`src/core/fis_cfg.svh`:
```
`ifndef FIS_CFG_SVH
`define FIS_CFG_SVH

// ----------------------------------------------------------------
// Register map
// ----------------------------------------------------------------
`define FIS_ADDR_W 16
`define FIS_DATA_W 16
`define FIS_INT_STATUS_ADDR 16'hF241

// ----------------------------------------------------------------
// Field positions
// ----------------------------------------------------------------
`define FIS_BIT_MASTER 15
`define FIS_BIT_LOAD 7
`define FIS_BIT_PROG 6
`define FIS_BIT_ERASE 5
`define FIS_BIT_RSTD 4

// ----------------------------------------------------------------
// Reset values
// ----------------------------------------------------------------
`define FIS_COLD_VALUE 16'h8080
`define FIS_WARM_VALUE 16'h8010

// ----------------------------------------------------------------
// Command codes
// ----------------------------------------------------------------
`define FIS_CMD_LOAD_A 16'h0000
`define FIS_CMD_LOAD_B 16'h0013
`define FIS_CMD_PROG_A 16'h0080
`define FIS_CMD_PROG_B 16'h001A
`define FIS_CMD_PROG_C 16'h001B
`define FIS_CMD_ERASE_A 16'h0094
`define FIS_CMD_ERASE_B 16'h0095
`define FIS_CMD_ERASE_C 16'h0030
`define FIS_CMD_RST_A 16'h00B0
`define FIS_CMD_RST_B 16'h00F0
`define FIS_CMD_RST_C 16'h00F3
`define FIS_CMD_MISC_A 16'h0065
`define FIS_CMD_MISC_B 16'h0023
`define FIS_CMD_MISC_C 16'h0071
`define FIS_CMD_MISC_D 16'h002A
`define FIS_CMD_MISC_E 16'h002C

`endif

```
`src/core/fis_pkg.sv`:
```
package fis_pkg;
  `include "fis_cfg.svh"

  typedef logic [`FIS_DATA_W-1:0] fis_word_t;
  typedef logic [`FIS_ADDR_W-1:0] fis_addr_t;

  // Reset tracking; one-hot so that a release is a single-bit exit
  typedef enum logic [3:0] {
    PH_RUN  = 4'h1,
    PH_COLD = 4'h2,
    PH_WARM = 4'h4,
    PH_HOT  = 4'h8
  } fis_phase_t;

  typedef struct packed {
    fis_phase_t phase;
    logic master;
    logic load;
    logic prog;
    logic erase;
    logic rstd;
    fis_word_t rdata;
  } fis_state_t;
endpackage

```
`src/core/fis_cmd_decode.sv`:
```
`timescale 1ns/1ns
module fis_cmd_decode
  import fis_pkg::*;
(
  input wire logic cmd_done_i,
  input wire fis_pkg::fis_word_t cmd_code_i,
  input wire logic load_data_done_i,
  input wire logic boot_done_i,
  output logic load_evt_o,
  output logic prog_evt_o,
  output logic erase_evt_o,
  output logic rstd_evt_o,
  output logic misc_evt_o
);

  function automatic logic is3(input fis_word_t c, input fis_word_t a, input fis_word_t b,
                               input fis_word_t d);
    is3 = (c == a) || (c == b) || (c == d);
  endfunction

  always_comb begin
    load_evt_o = load_data_done_i || boot_done_i ||
                 (cmd_done_i && ((cmd_code_i == `FIS_CMD_LOAD_A) ||
                                 (cmd_code_i == `FIS_CMD_LOAD_B)));
    prog_evt_o = cmd_done_i &&
                 is3(cmd_code_i, `FIS_CMD_PROG_A, `FIS_CMD_PROG_B, `FIS_CMD_PROG_C);
    erase_evt_o = cmd_done_i &&
                  is3(cmd_code_i, `FIS_CMD_ERASE_A, `FIS_CMD_ERASE_B, `FIS_CMD_ERASE_C);
    rstd_evt_o = cmd_done_i &&
                 is3(cmd_code_i, `FIS_CMD_RST_A, `FIS_CMD_RST_B, `FIS_CMD_RST_C);
    misc_evt_o = cmd_done_i &&
                 (is3(cmd_code_i, `FIS_CMD_MISC_A, `FIS_CMD_MISC_B, `FIS_CMD_MISC_C) ||
                  (cmd_code_i == `FIS_CMD_MISC_D) || (cmd_code_i == `FIS_CMD_MISC_E));
  end

endmodule

```
`src/core/fis_irq_status.sv`:
```
// Chosen here: the plain strobed port.
`timescale 1ns/1ns
// Notes on behaviour
// - Master sets on any flag set, misc commands
// - Zero write or reset clears master, load, program, erase
// - Interrupt pin follows master flag directly
// - Cleared master drives pin to inactive polarity
// - Load completion or boot sets load flag
// - Program commands completing set program flag
// - Erase commands completing set erase flag
// - Reset commands or warm/hot release set reset flag
// - Reset flag cleared only by host zero write
// - Cold sets 8080h bits and keeps the reset flag, warm/hot gives 8010h
// - Status register at F241h, reserved bits zero
module fis_irq_status
  import fis_pkg::*;
(
  input wire logic clk_i,
  input wire logic rst_n_i,
  input wire fis_pkg::fis_addr_t addr_i,
  input wire fis_pkg::fis_word_t wdata_i,
  input wire logic wr_i,
  input wire logic rd_i,
  output fis_pkg::fis_word_t rdata_o,
  input wire logic cmd_done_i,
  input wire fis_pkg::fis_word_t cmd_code_i,
  input wire logic load_data_done_i,
  input wire logic boot_done_i,
  input wire logic cold_rst_i,
  input wire logic warm_rst_i,
  input wire logic hot_rst_i,
  input wire logic irq_pin_polarity_i,
  output logic int_o,
  output logic load_done_flag_o,
  output logic program_done_flag_o,
  output logic erase_done_flag_o,
  output logic reset_done_flag_o
);

  // ----------------------------------------------------------------
  // State
  // ----------------------------------------------------------------
  fis_state_t st_ff;
  fis_state_t nxt_st;

  logic load_evt;
  logic prog_evt;
  logic erase_evt;
  logic rstd_evt;
  logic misc_evt;

  // ----------------------------------------------------------------
  // Helpers
  // ----------------------------------------------------------------
  // Set dominates the host clear so a completion is never lost to a same-cycle clear
  function automatic logic upd_flag(input logic cur, input logic set, input logic clr);
    upd_flag = set | (cur & ~clr);
  endfunction

  function automatic fis_word_t pack_status(input fis_state_t s);
    fis_word_t v;
    v = '0;
    v[`FIS_BIT_MASTER] = s.master;
    v[`FIS_BIT_LOAD] = s.load;
    v[`FIS_BIT_PROG] = s.prog;
    v[`FIS_BIT_ERASE] = s.erase;
    v[`FIS_BIT_RSTD] = s.rstd;
    pack_status = v;
  endfunction

  // ----------------------------------------------------------------
  // Completion decode
  // ----------------------------------------------------------------
  fis_cmd_decode u_decode (
    .cmd_done_i(cmd_done_i),
    .cmd_code_i(cmd_code_i),
    .load_data_done_i(load_data_done_i),
    .boot_done_i(boot_done_i),
    .load_evt_o(load_evt),
    .prog_evt_o(prog_evt),
    .erase_evt_o(erase_evt),
    .rstd_evt_o(rstd_evt),
    .misc_evt_o(misc_evt)
  );

  // ----------------------------------------------------------------
  // Next state
  // ----------------------------------------------------------------
  always_comb begin
    logic wr_hit;
    logic in_reset;
    logic rel_cold;
    logic rel_warm;
    logic rel_hot;
    logic set_load;
    logic set_prog;
    logic set_erase;
    logic set_rstd;
    wr_hit = 1'b0;
    in_reset = 1'b0;
    rel_cold = 1'b0;
    rel_warm = 1'b0;
    rel_hot = 1'b0;
    set_load = 1'b0;
    set_prog = 1'b0;
    set_erase = 1'b0;
    set_rstd = 1'b0;
    nxt_st = st_ff;

    // Reset phase tracking; cold outranks warm, warm outranks hot
    unique case (st_ff.phase)
      PH_RUN: begin
        if (cold_rst_i) begin
          nxt_st.phase = PH_COLD;
        end else if (warm_rst_i) begin
          nxt_st.phase = PH_WARM;
        end else if (hot_rst_i) begin
          nxt_st.phase = PH_HOT;
        end
      end
      PH_COLD: begin
        if (!cold_rst_i) begin
          nxt_st.phase = PH_RUN;
          rel_cold = 1'b1;
        end
      end
      PH_WARM: begin
        if (cold_rst_i) begin
          nxt_st.phase = PH_COLD;
        end else if (!warm_rst_i) begin
          nxt_st.phase = PH_RUN;
          rel_warm = 1'b1;
        end
      end
      PH_HOT: begin
        if (cold_rst_i) begin
          nxt_st.phase = PH_COLD;
        end else if (warm_rst_i) begin
          nxt_st.phase = PH_WARM;
        end else if (!hot_rst_i) begin
          nxt_st.phase = PH_RUN;
          rel_hot = 1'b1;
        end
      end
      default: begin
        nxt_st.phase = PH_RUN;
      end
    endcase

    in_reset = cold_rst_i || warm_rst_i || hot_rst_i;
    wr_hit = wr_i && (addr_i == `FIS_INT_STATUS_ADDR);

    // Flag set events, only on the 0 to 1 step
    set_load = load_evt && !st_ff.load;
    set_prog = prog_evt && !st_ff.prog;
    set_erase = erase_evt && !st_ff.erase;
    set_rstd = (rstd_evt || rel_warm || rel_hot) && !st_ff.rstd;

    // Only a written zero clears; a written one is a no-op
    nxt_st.load = upd_flag(st_ff.load, load_evt,
                           wr_hit && !wdata_i[`FIS_BIT_LOAD]);
    nxt_st.prog = upd_flag(st_ff.prog, prog_evt,
                           wr_hit && !wdata_i[`FIS_BIT_PROG]);
    nxt_st.erase = upd_flag(st_ff.erase, erase_evt,
                            wr_hit && !wdata_i[`FIS_BIT_ERASE]);
    nxt_st.rstd = upd_flag(st_ff.rstd, rstd_evt || rel_warm || rel_hot,
                           wr_hit && !wdata_i[`FIS_BIT_RSTD]);
    nxt_st.master = upd_flag(st_ff.master,
                             set_load || set_prog || set_erase || set_rstd || misc_evt,
                             wr_hit && !wdata_i[`FIS_BIT_MASTER]);

    // Reset in progress overrides completions; reset flag survives
    if (in_reset) begin
      nxt_st.master = 1'b0;
      nxt_st.load = 1'b0;
      nxt_st.prog = 1'b0;
      nxt_st.erase = 1'b0;
    end

    // Defaults loaded at release of each reset kind; a release while
    // another reset still runs loads nothing, so that reset keeps clearing
    if (rel_cold && !in_reset) begin
      nxt_st.master = 1'(`FIS_COLD_VALUE >> `FIS_BIT_MASTER);
      nxt_st.load = 1'b1;
    end
    if ((rel_warm || rel_hot) && !in_reset) begin
      nxt_st.master = 1'b1;
      nxt_st.rstd = 1'b1;
    end

    // Read data stand one cycle; unmapped or idle reads zero
    nxt_st.rdata = '0;
    if (rd_i && (addr_i == `FIS_INT_STATUS_ADDR)) begin
      nxt_st.rdata = pack_status(st_ff);
    end
  end

  // ----------------------------------------------------------------
  // Registers
  // ----------------------------------------------------------------
  always_ff @(posedge clk_i) begin
    if (!rst_n_i) begin
      st_ff.phase <= PH_RUN;
      st_ff.master <= 1'b1;
      st_ff.load <= 1'b1;
      st_ff.prog <= 1'b0;
      st_ff.erase <= 1'b0;
      st_ff.rstd <= 1'b0;
      st_ff.rdata <= '0;
    end else begin
      st_ff <= nxt_st;
    end
  end

  // ----------------------------------------------------------------
  // Outputs
  // ----------------------------------------------------------------
  // Pin is a plain gate on the master flop, no enable in the path
  assign int_o = irq_pin_polarity_i ? st_ff.master : !st_ff.master;
  assign rdata_o = st_ff.rdata;
  assign load_done_flag_o = st_ff.load;
  assign program_done_flag_o = st_ff.prog;
  assign erase_done_flag_o = st_ff.erase;
  assign reset_done_flag_o = st_ff.rstd;

endmodule

```
`config.mk`:
```
export PLATFORM = sky130hd
export DESIGN_NAME = fis_irq_status
export DESIGN_NICKNAME = d
export VERILOG_FILES = /design/src/core/fis_pkg.sv /design/src/core/fis_cmd_decode.sv /design/src/core/fis_irq_status.sv
export VERILOG_INCLUDE_DIRS = /design/src /design/src/core
export SDC_FILE = /design/constraint.sdc
export NUM_CORES = 1
export LEC_CHECK = 0
export BUFFER_PORTS_ARGS = -buffer_cell sky130_fd_sc_hd__buf_4
export CORE_ASPECT_RATIO = 0.75
export CORE_MARGIN = 2
export CORE_UTILIZATION = 30
export CTS_BUF_LIST = sky130_fd_sc_hd__clkbuf_4
export CTS_CLUSTER_SIZE = 24
export DETAILED_ROUTE_END_ITERATION = 10
export SETUP_SLACK_MARGIN = 0.3
export SLEW_MARGIN = 20
export SYNTH_ARGS = -nofsm -noshare
export SYNTH_HDL_FRONTEND = slang
export SYNTH_HIERARCHICAL = 1
export SYNTH_SLANG_ARGS = --single-unit
```
`constraint.sdc`:
```
create_clock -name clk_i -period 2.52 [get_ports clk_i]
set_input_delay 0.252 -clock clk_i [delete_from_list [all_inputs] [get_ports clk_i]]
set_output_delay 0.252 -clock clk_i [all_outputs]
set_load 0.01 [all_outputs]
```
# ---- Word-level counts from Yosys, hierarchy flattened
# Cells that the tools add are included.
dict set report totals {
  reg_bits 25
}
dict set report op_classes {
  reduce_logical 57
  muxes 22
  bitwise_logic 16
  n_eq_ne 24
}
# cell count
set ops {}
lappend ops {{equality test 16 x 8 -> 1 bit, second input constant} 6}
lappend ops {{equality test 16 x 6 -> 1 bit, second input constant} 4}
lappend ops {{equality test 16 x 5 -> 1 bit, second input constant} 3}
lappend ops {{two-way mux 4 bit} 10}
lappend ops {{equality test 16 x 7 -> 1 bit, second input constant} 2}
lappend ops {{logical OR 1 bit} 22}
lappend ops {{logical AND 1 bit} 18}
lappend ops {{equality test 16 bit, second input constant} 1}
lappend ops {{logical NOT 16 bit} 1}
lappend ops {{one-hot mux 4 bit (4 select lines)} 1}
lappend ops {{logical NOT 1 bit} 11}
lappend ops {{two-way mux 1 bit} 11}
lappend ops {{!= test 4 bit, second input constant} 2}
lappend ops {{inverter 1 bit} 6}
lappend ops {{bitwise AND 1 bit} 5}
lappend ops {{bitwise OR 1 bit} 5}
lappend ops {{equality test 4 x 1 -> 1 bit, second input constant} 1}
lappend ops {{equality test 4 x 2 -> 1 bit, second input constant} 1}
lappend ops {{equality test 4 x 3 -> 1 bit, second input constant} 1}
lappend ops {{equality test 4 bit, second input constant} 1}
lappend ops {{AND reduction 4 bit} 1}
lappend ops {{OR reduction 2 bit} 2}
lappend ops {{!= test 3 bit, second input constant} 1}
lappend ops {{OR reduction 3 bit} 1}
lappend ops {{other kinds (2)} 2}

# ---- Depth between registers and ports, before layout
# Gate-level depths: netlist of run 1.
dict set report depth {
  ltp_word 11
  ltp_mapped 8
}

# ---- Cells and area by module
# The synthesis of run 1 kept the hierarchy.
# mod n_inst cells_per_inst seq_area_each_um2 area_each_um2
set modules_own_cells {}
lappend modules_own_cells {fis_irq_status 1 104 280.3 878.3}
lappend modules_own_cells {fis_cmd_decode 1 38 0.0 241.5}

# ---- Worst setup path before layout of run 1
# No wires, ideal clock.
dict set report synth_timing {
  path_kind {input port to flip-flop}
  start {in cmd_code_i[10]}
  end {reg st_ff[20] in the netlist's numbering}
  path_buffers 0
  t_arrival_ns 1.817
  slack_ns 0.644
  path_stages 7
  required_ns 2.461
  setup_time_ns 0.059
  cell_sequence {nor4_1 nand3b_1 or4_4 nor4_1 a222oi_1 nand4b_1 o31a_1}
}
dict set report synth_between {
  elab_chain_len 11
  word_cells_on_any_way 45
  classes_between {eq/ne (15); mux (1); bitwise (1); reduce/logical (28)}
}
# element line
set synth_lines {}
lappend synth_lines {{from (decl)} fis_irq_status.sv:26} ;# input wire fis_pkg::fis_word_t cmd_code_i,
lappend synth_lines {{equality test 16 x 8 -> 1 bit / equality test 16 x 5 -> 1 bit (equally long branches)} fis_cmd_decode.sv:18} ;# is3 = (c == a) || (c == b) || (c == d);
lappend synth_lines {{logical OR 1 bit} fis_cmd_decode.sv:18}
lappend synth_lines {{logical OR 1 bit (*)} fis_cmd_decode.sv:18}
lappend synth_lines {{logical AND 1 bit (*)} fis_cmd_decode.sv:25} ;# prog_evt_o = cmd_done_i &&
lappend synth_lines {{net prog_evt} fis_irq_status.sv:47} ;# logic prog_evt;
lappend synth_lines {{logical AND 1 bit (*)} fis_irq_status.sv:155} ;# set_prog = prog_evt && !st_ff.prog;
lappend synth_lines {{logical OR 1 bit (*) (4 in series)} fis_irq_status.sv:169} ;# set_load || set_prog || set_erase || set_rstd || misc_evt,
lappend synth_lines {{bitwise OR 1 bit (*)} fis_irq_status.sv:57} ;# upd_flag = set | (cur & ~clr);
lappend synth_lines {{two-way mux 4 bit (*)} fis_irq_status.sv:173} ;# if (in_reset) begin
lappend synth_lines {{to (signal assigned)} fis_irq_status.sv:211} ;# st_ff <= nxt_st;
lappend synth_lines {{to (decl)} fis_irq_status.sv:43} ;# fis_state_t st_ff;
# Mark *: on every way through the listed nets, which the timed path passes. The rest lies on a longest branch.
# A chain may end at the register's enable or synchronous reset.

# ---- Final worst setup path of run 1
# Ends and elaborated chain as after synthesis.

==> results of run 1 <==
sequential cells by signal, indices dropped and copies added (netlist names):
signal and count:
st_ff 5, load_done_flag_o 1, rdata_o 5, program_done_flag_o 1, erase_done_flag_o 1, reset_done_flag_o 1
kinds of logic after synthesis:
kind of cell | count (synthesis) | synth area share (%)
other | 1 | 0.335
XOR/XNOR | 5 | 3.91
AO/OA/AOI/OAI | 26 | 16.6
buffers and inverters | 33 | 16.6
AND/OR/NAND/NOR | 63 | 37.4
flip-flops | 14 | 25.0
cell usage after synthesis, drive strengths merged, types with 2 or more instances:
library cell / number
a31oi: 3
or4: 3
and3: 2
and2: 6
buf: 17
dfxtp: 14
o31a: 2
or2: 3
o41ai: 2
xor2: 3
a21oi: 5
inv: 10
xnor2: 2
or3: 2
nor4: 11
nor3: 3
nand3: 4
nand2b: 4
a211oi: 2
o21ai: 6
nand2: 3
nor2: 13
nand4bb: 2
clkbuf: 6
nand4b: 2
metrics by stage:
step                      utilization (%)  cell area [sq um]
after floorplan                         -               1160
after global placement               41.6               1500
after detailed placement             41.6               1500
after CTS                            42.2               1520
after global routing                 42.2               1520
final                                42.2               1520
cells in the final DEF (no fill, tap or decap), types with 4 or more instances in the layout:
master	Yosys	final
buf_4	16	57
dfxtp_1	14	14
nor2_1	13	13
conb_1	1	11
inv_1	10	10
nor4_1	10	10
o21ai_0	6	6
a21oi_1	5	5
and2_1	5	5
nand3_1	4	4
nand2b_1	4	4
layout make-up:
type | count | area share, %
tap | 52 | 4.27
sequential | 14 | 18.4
timing repair buffer | 57 | 28.1
inverter | 10 | 2.46
multi-input combinational | 105 | 45.3
clock buffer | 3 | 1.48
worst paths after layout:
kind,startpoint,depth (start not counted),endpoint
setup / recovery,cmd_code_i[10],8,st_ff[20]
setup reg to reg,st_ff[24],4,st_ff[20]
hold / removal,rst_n_i,2,st_ff[21]
hold reg to reg,load_done_flag_o,1,rdata_o[7]
power groups by stage:
stage	Clock [mW]	Combinational, mW	Sequential (mW)
detailed placement	0	0.150	0.248
CTS	0.132	0.151	0.243
global route	0.138	0.166	0.245
floorplan	0	0.0902	0.239
global placement	0	0.145	0.248
finish	0.124	0.151	0.244
metal layers:
layer  global-route usage, %  up-vias
met2                    24.1       70
met4                    5.10        0
met5                       0        -
li1                        -      585
met3                    3.23        4
met1                    16.7      559
==> metrics, run 1 <==
status complete, no violations; final setup vio count 0; Mapped Cells 142; vias per inst 5.05; CTS Sinks 14; critical path's slowest cell or4_4; CTS tree yes; Peak supply drop 0.140 mV; Initial Utilization 31.0%; first-pass GRT wire length 4640 um; area occupied by multi-input gates 691 sq um; Cell Rows 19; flop-to-flop setup slack 1.14 ns; DIE AREA 0.00424 sq mm; HP Class input port to flip-flop; ys flop type dfxtp_1; Highest Signal Layer met4; Max-slew headroom 67.1%; via count 1,218; Net Sw Frac 28.9%; CP endpoint kind flip-flop; post-CTS setup buffers 0; metal3 WL 268 um; RSZ-0062 raised after global routing no; Avg Cell Area, Syn 7.89 sq um; Mapped Area 0.00112 sq mm; total track usage 14.0%; core area 0.00361 sq mm; # IOs 80; final setup skew 0.00389 ns; Most common cell on crit path nor4_1; sw power 0.150 mW; largest net degree at the start of global routing 12; critical path data required time 2.74 ns; crit-path cells buf_4 > nor4_1 > nand3b_1 > or4_4 > nor4_1 > a222oi_1 > nand4b_1 > o31a_1; final net count 250; crit share post-route 76.9%; Clock Tree Root clkbuf_4; vias in the first global route 1,118; Synth top area share 25.0%; synth top area cells dfxtp_1 (25%), buf_4 (11%), nor4_1 (5.6%), nor2_1 (4.4%), inv_1 (3.4%); htree depth 1; Tightest Pin Transition 0.489 ns; buffers added on ports 57; GP Congestion 0.808; Layout area overhead 36.1%; Synthesis Warnings 6; Fin. Hold Viols 0; Routed wire per std cell 12.4 um; Die Y 56.9 um; max-cap violations 0; hpwl dp 2490 um; worst path bufs/invs 1; placed insts 238; maximum fanout along the worst path 4; pins over their slew limit 0; 1st-iter DRT viols 79; routed wl met2 1440 um; Fillers 396; diodes inserted 0; post-synthesis register bit count 14; Combinational Power Share 29.2%; CP max stage delay 0.47 ns; overall power 0.519 mW; CTS max path bufs 2; Clk network pwr share 23.8%; ratio of cells with drive above 1 in the final layout 37.0%; wirelength, routed 3000 um; Final WS setup 0.583 ns; Power Density 340 mW/mm^2; Reg power frac 47.0%; total congestion overflow 0; antenna viol nets, final 0; PostCTS Resize Cnt 0; initial antenna violation count 0; CP Class input port to flip-flop; register area 280 sq um; startpoint types input port; worst hold slack 0.223 ns; FMAX 516 MHz; sequential area share after synthesis 25.0%; Finished Layout Cells 241; Largest delay share family, worst path simple AND/OR/NAND/NOR gates; Final Critical Period 1.94 ns; hold_buf cts 0; Synth area leader dfxtp_1; Unique masters post-synth 45; M1 WL 1270 um; internal power 0.369 mW; CTS clk-pin slew, worst paths 0.08 ns; pre-CTS WS 0.322 ns; final setup TNS 0 ns; crit path DAT 2.16 ns; die width 74.5 um; Num CTS Buffers 3; asr flop ratio synth 0%; Pleak 0.663 nW; number of flops mapped to enable cells by yosys 0; 1st-pass router iterations 4; drt drc 0; clk_lat worst skew 0.27 ns
(Power assumes the default switching activity.)
==> inputs of run 2 (changes only) <==
Clock period 2.52 ns to 1.8 ns, I/O delays scaled along.
==> run 2 against run 1 <==
Flip-flop and latch count stayed put. Cell area rose by 7.6%. Wire length increased by 0.87%. Register-to-register slack worse by 0.70 ns. Sequential share of layout area is 1.3 points lower. Clock-buffer cell count stayed put. First-iteration DRC count down 25%. Power increased by 43%. Final cell count increased by 2.1%. Via count is 3.8% lower. Critical path type unchanged. Critical endpoint unchanged. Largest power group unchanged.
==> metrics, run 2 (same netlist as run 1, synthesis figures left out) <==
antenna viol nets, final 0; first-pass GRT wire length 4800 um; Reg power frac 46.1%; Die Y 56.9 um; worst hold slack 0.140 ns; Routed wire per std cell 12.3 um; Finished Layout Cells 246; final setup TNS 0 ns; pins over their slew limit 0; largest net degree at the start of global routing 12; GP Congestion 0.901; Clk network pwr share 24.1%; CP Class input port to flip-flop; status complete, no violations; via count 1,172; Combinational Power Share 29.9%; placed insts 242; 1st-pass router iterations 6; RSZ-0062 raised after global routing yes; crit path DAT 1.75 ns; overall power 0.741 mW; Power Density 452 mW/mm^2; flop-to-flop setup slack 0.44 ns; reg2reg path depth 4; Fin. Hold Viols 0; CTS max path bufs 2; CP endpoint kind flip-flop; Num CTS Buffers 3; commonest non-fill, non-tap cells in the layout buf_4 (58), dfxtp_1 (14), conb_1 (11); hpwl dp 2520 um; final setup vio count 0; total congestion overflow 0; critical path data required time 2.03 ns; vias per inst 4.76; HP Class input port to flip-flop; hold_buf cts 0; Peak supply drop 0.180 mV; Net Sw Frac 29.7%; Final Critical Period 1.52 ns; most common cell after layout, fill and taps aside buf_4; # IOs 80; Worst setup startpoint cmd_code_i[10]; ratio of cells with drive above 1 in the final layout 41.8%; FMAX 656 MHz; Cell Rows 19; crit path to st_ff[20]; core area 0.00361 sq mm; 1st-iter DRT viols 59; vias in the first global route 1,107; CTS tree yes; CTS clk-pin slew, worst paths 0.09 ns; CTS Sinks 14; total track usage 14.4%; Pleak 0.709 nW; RR Startpoint st_ff[24]; Clock Tree Root clkbuf_4; reg2reg end st_ff[20]; diodes inserted 0; htree depth 1; final net count 255; Initial Utilization 31.0%; final setup skew 0.0107 ns; clk_lat worst skew 0.28 ns; sw power 0.220 mW; startpoint types input port; drt drc 0; die width 74.5 um; initial antenna violation count 0; wirelength, routed 3020 um; Layout area overhead 46.5%; maximum fanout along the worst path 4; crit share post-route 84.7%; internal power 0.521 mW; buffers added on ports 57; DIE AREA 0.00424 sq mm; max-cap violations 0
-- run 2: layer usage --
layer,part of all wire [%],global-route usage [%]
met1,43,17.9
met2,48,25.7
met3,7.3,2.15
met4,0.83,3.83
met5,0,0
-- run 2: metrics by stage --
stage,instance area (sq um),utilization [%],setup slack (ns)
after floorplan,1200,-,0.126
after global placement,1570,43.5,-0.0910
after detailed placement,1570,43.5,-0.120
after CTS,1600,44.1,0.251
after global routing,1640,45.4,0.185
final,1640,45.4,0.276
-- run 2: repair_timing --
action / CTS / global route
setup endpoints to repair: 4 / 4
gates resized for setup: 0 / 10
pin swaps: 1 / 3
buffers inserted: 0 / 1
cloned: 0 / 0
-- run 2: worst min-delay path by stage --
stage | startpoint | end | depth (start not counted)
after detailed placement | rst_n_i | st_ff[21] | 2
after global routing | rst_n_i | st_ff[21] | 2
final | rst_n_i | st_ff[21] | 2
after global placement | rst_n_i | st_ff[21] | 2
after floorplan | hot_rst_i | st_ff[24] | 2
after CTS | rst_n_i | st_ff[21] | 2
-- run 2: layout make-up --
type | count | area (sq um)
clock buffer | 3 | 22.5
tap | 52 | 65.1
multi-input combinational | 105 | 754
fill | 373 | 1970
sequential | 14 | 280
timing repair buffer | 62 | 480
inverter | 10 | 37.5
-- run 2: power by group through the flow --
stage	Sequential (mW)	Clock (mW)	Combinational, mW
after floorplan	0.335	0	0.131
after global placement	0.347	0	0.212
after detailed placement	0.348	0	0.218
after CTS	0.341	0.180	0.218
after global routing	0.345	0.195	0.241
final	0.341	0.178	0.221
-- run 2: worst max-delay path: stages --
cell and delay [ns]:
buf_6 0.10, nor4_4 0.24, nand3b_1 0.12, or4_4 0.49
o41ai_4 0.28, nand2b_1 0.10, nand4b_1 0.10, o31a_1 0.14
==> inputs of run 3 (changes only) <==
Clock period 1.8 ns to 1.42 ns, I/O delays scaled along.
==> run 3 against run 2 <==
The run now ends with negative setup slack left. Wire length increased by 6.4%. Sequential power increased by 28%. Critical path depth increased by 1. Global-route usage increased by 0.95 points. Via count increased by 8.4%. Worst hold slack got worse by 0.031 ns.
==> metrics, run 3 (same netlist as run 1, synthesis figures left out) <==
Layout area overhead 56.6%; Worst Hold End st_ff[21]; critical path data required time 1.65 ns; startpoint types input port; CP max stage delay 0.48 ns; ratio of cells with drive above 1 in the final layout 49.0%; Fillers 356; hold_buf cts 0; Die Y 56.9 um; max-cap violations 0; GP Congestion 0.942; Clock Tree Root clkbuf_4; flop-to-flop setup slack 0.14 ns; # IOs 80; drt drc 0; reg2reg path depth 4; 1st-pass router iterations 4; antenna viol nets, final 0; clk_lat worst skew 0.28 ns; CTS clk-pin slew, worst paths 0.09 ns; vias in the first global route 1,210; Final Critical Period 1.45 ns; Initial Utilization 31.0%; Cell Rows 19; diodes inserted 0; violated checks negative setup slack; placed insts 254; crit share post-route 102%; HP Class input port to flip-flop; CP Class input port to flip-flop; initial antenna violation count 0; final setup skew 0.00517 ns; Largest delay share family, worst path simple AND/OR/NAND/NOR gates; wirelength, routed 3210 um; worst path bufs/invs 2; design area 0.00175 sq mm; die width 74.5 um; status complete, but fails checks; Fin. Hold Viols 0; total congestion overflow 0; Final WS setup -0.0334 ns; overall power 0.981 mW; Power Density 559 mW/mm^2; Most common cell on crit path buf_6; largest net degree at the start of global routing 10; FMAX 688 MHz; reg2reg end st_ff[20]; crit path DAT 1.68 ns; hpwl dp 2620 um; commonest non-fill, non-tap cells in the layout buf_4 (68), nor2_1 (11), conb_1 (11), dfxtp_1 (11), inv_1 (9); RSZ-0062 raised after global routing yes; placed cell areas 0.00167 sq mm; most common cell after layout, fill and taps aside buf_4; maximum fanout along the worst path 3; post-CTS setup buffers 0; buffers added on ports 57; Num CTS Buffers 3; first-pass GRT wire length 5160 um; worst hold slack 0.109 ns; area occupied by multi-input gates 774 sq um; core area 0.00361 sq mm; CTS max path bufs 2; final setup vio count 2; Peak supply drop 0.243 mV; CTS Sinks 14; CTS tree yes; DIE AREA 0.00424 sq mm; crit-path cells buf_6 > nor4_4 > nand3b_1 > or4_4 > buf_6 > nor2_4 > a222oi_1 > nand4b_1 > o31a_1; final net count 266; Pleak 0.766 nW; WHS Path Cells 2; Routed wire per std cell 12.5 um; total track usage 15.3%; Finished Layout Cells 258; 1st-iter DRT viols 51; Hold Crit Start rst_n_i; htree depth 1; CP endpoint kind flip-flop; via count 1,270; register area 284 sq um; vias per inst 4.92; pins over their slew limit 0; RR Startpoint program_done_flag_o; critical path's slowest cell or4_4
## run 3: changes by cell type in the layout (fill, tap and decap cells not counted), moves of 3 or more
cell,before,now
dfxtp_2,0,3
and2_4,0,3
buf_4,58,68
and2_1,5,2
dfxtp_1,14,11
## run 3: power by group
group	switching (mW)	leakage, nW	internal, mW
registers	0.0267	0.115	0.408
clock network	0.131	0.0154	0.102
logic	0.134	0.636	0.179
## run 3: metal layers
layer | track usage (%) | up-vias | wire length [um]
met4 | 4.59 | 0 | 22
met5 | 0 | - | 0
li1 | - | 614 | -
met3 | 2.69 | 2 | 214
met1 | 19.0 | 586 | 1370
met2 | 26.9 | 68 | 1610
## run 3: final cells by class
class / count / share of cell area [%]
Clock inverter: 1 / 0.214
Tap cell: 52 / 3.71
Inverter: 10 / 2.14
Clock buffer: 3 / 1.28
Multi-Input combinational cell: 105 / 44.2
Sequential cell: 14 / 16.2
Timing Repair Buffer: 73 / 32.3
## run 3: worst max path at each step
stage / to / slack, ns / start / depth (start not counted)
2_1_floorplan: st_ff[20] / -0.22 / cmd_code_i[4] / 7
3_3_place_gp: st_ff[20] / -0.39 / cmd_code_i[10] / 8
3_5_place_dp: st_ff[20] / -0.41 / cmd_code_i[10] / 9
4_1_cts: st_ff[20] / -0.09 / cmd_code_i[10] / 8
5_1_grt: st_ff[20] / -0.10 / cmd_code_i[10] / 9
6_report: st_ff[20] / -0.03 / cmd_code_i[10] / 9
## run 3: through the flow
step           utilization [%]  worst slack [ns]  setup TNS [ns]
6_report                  48.5           -0.0334         -0.0629
2_1_floorplan                -            -0.216          -0.417
5_1_grt                   48.5            -0.100          -0.301
3_3_place_gp              46.1            -0.389           -1.66
3_5_place_dp              46.1            -0.413           -1.91
4_1_cts                   47.8           -0.0919          -0.164
## run 3: worst register-to-register path: cells and delay by family (launching register included)
kind                   cells  cell delay [ns]
and+or+nand+nor            1             0.13
AOI/OAI and AO/OA          2             0.60
buffers and inverters      1             0.06
DFF                        1             0.39
## run 3: repair_timing
action	CTS	global route
resized for setup	11	6
hold endpoints to repair	0	0
setup endpoints to repair	13	14
cloned	0	0
pin swaps	3	6
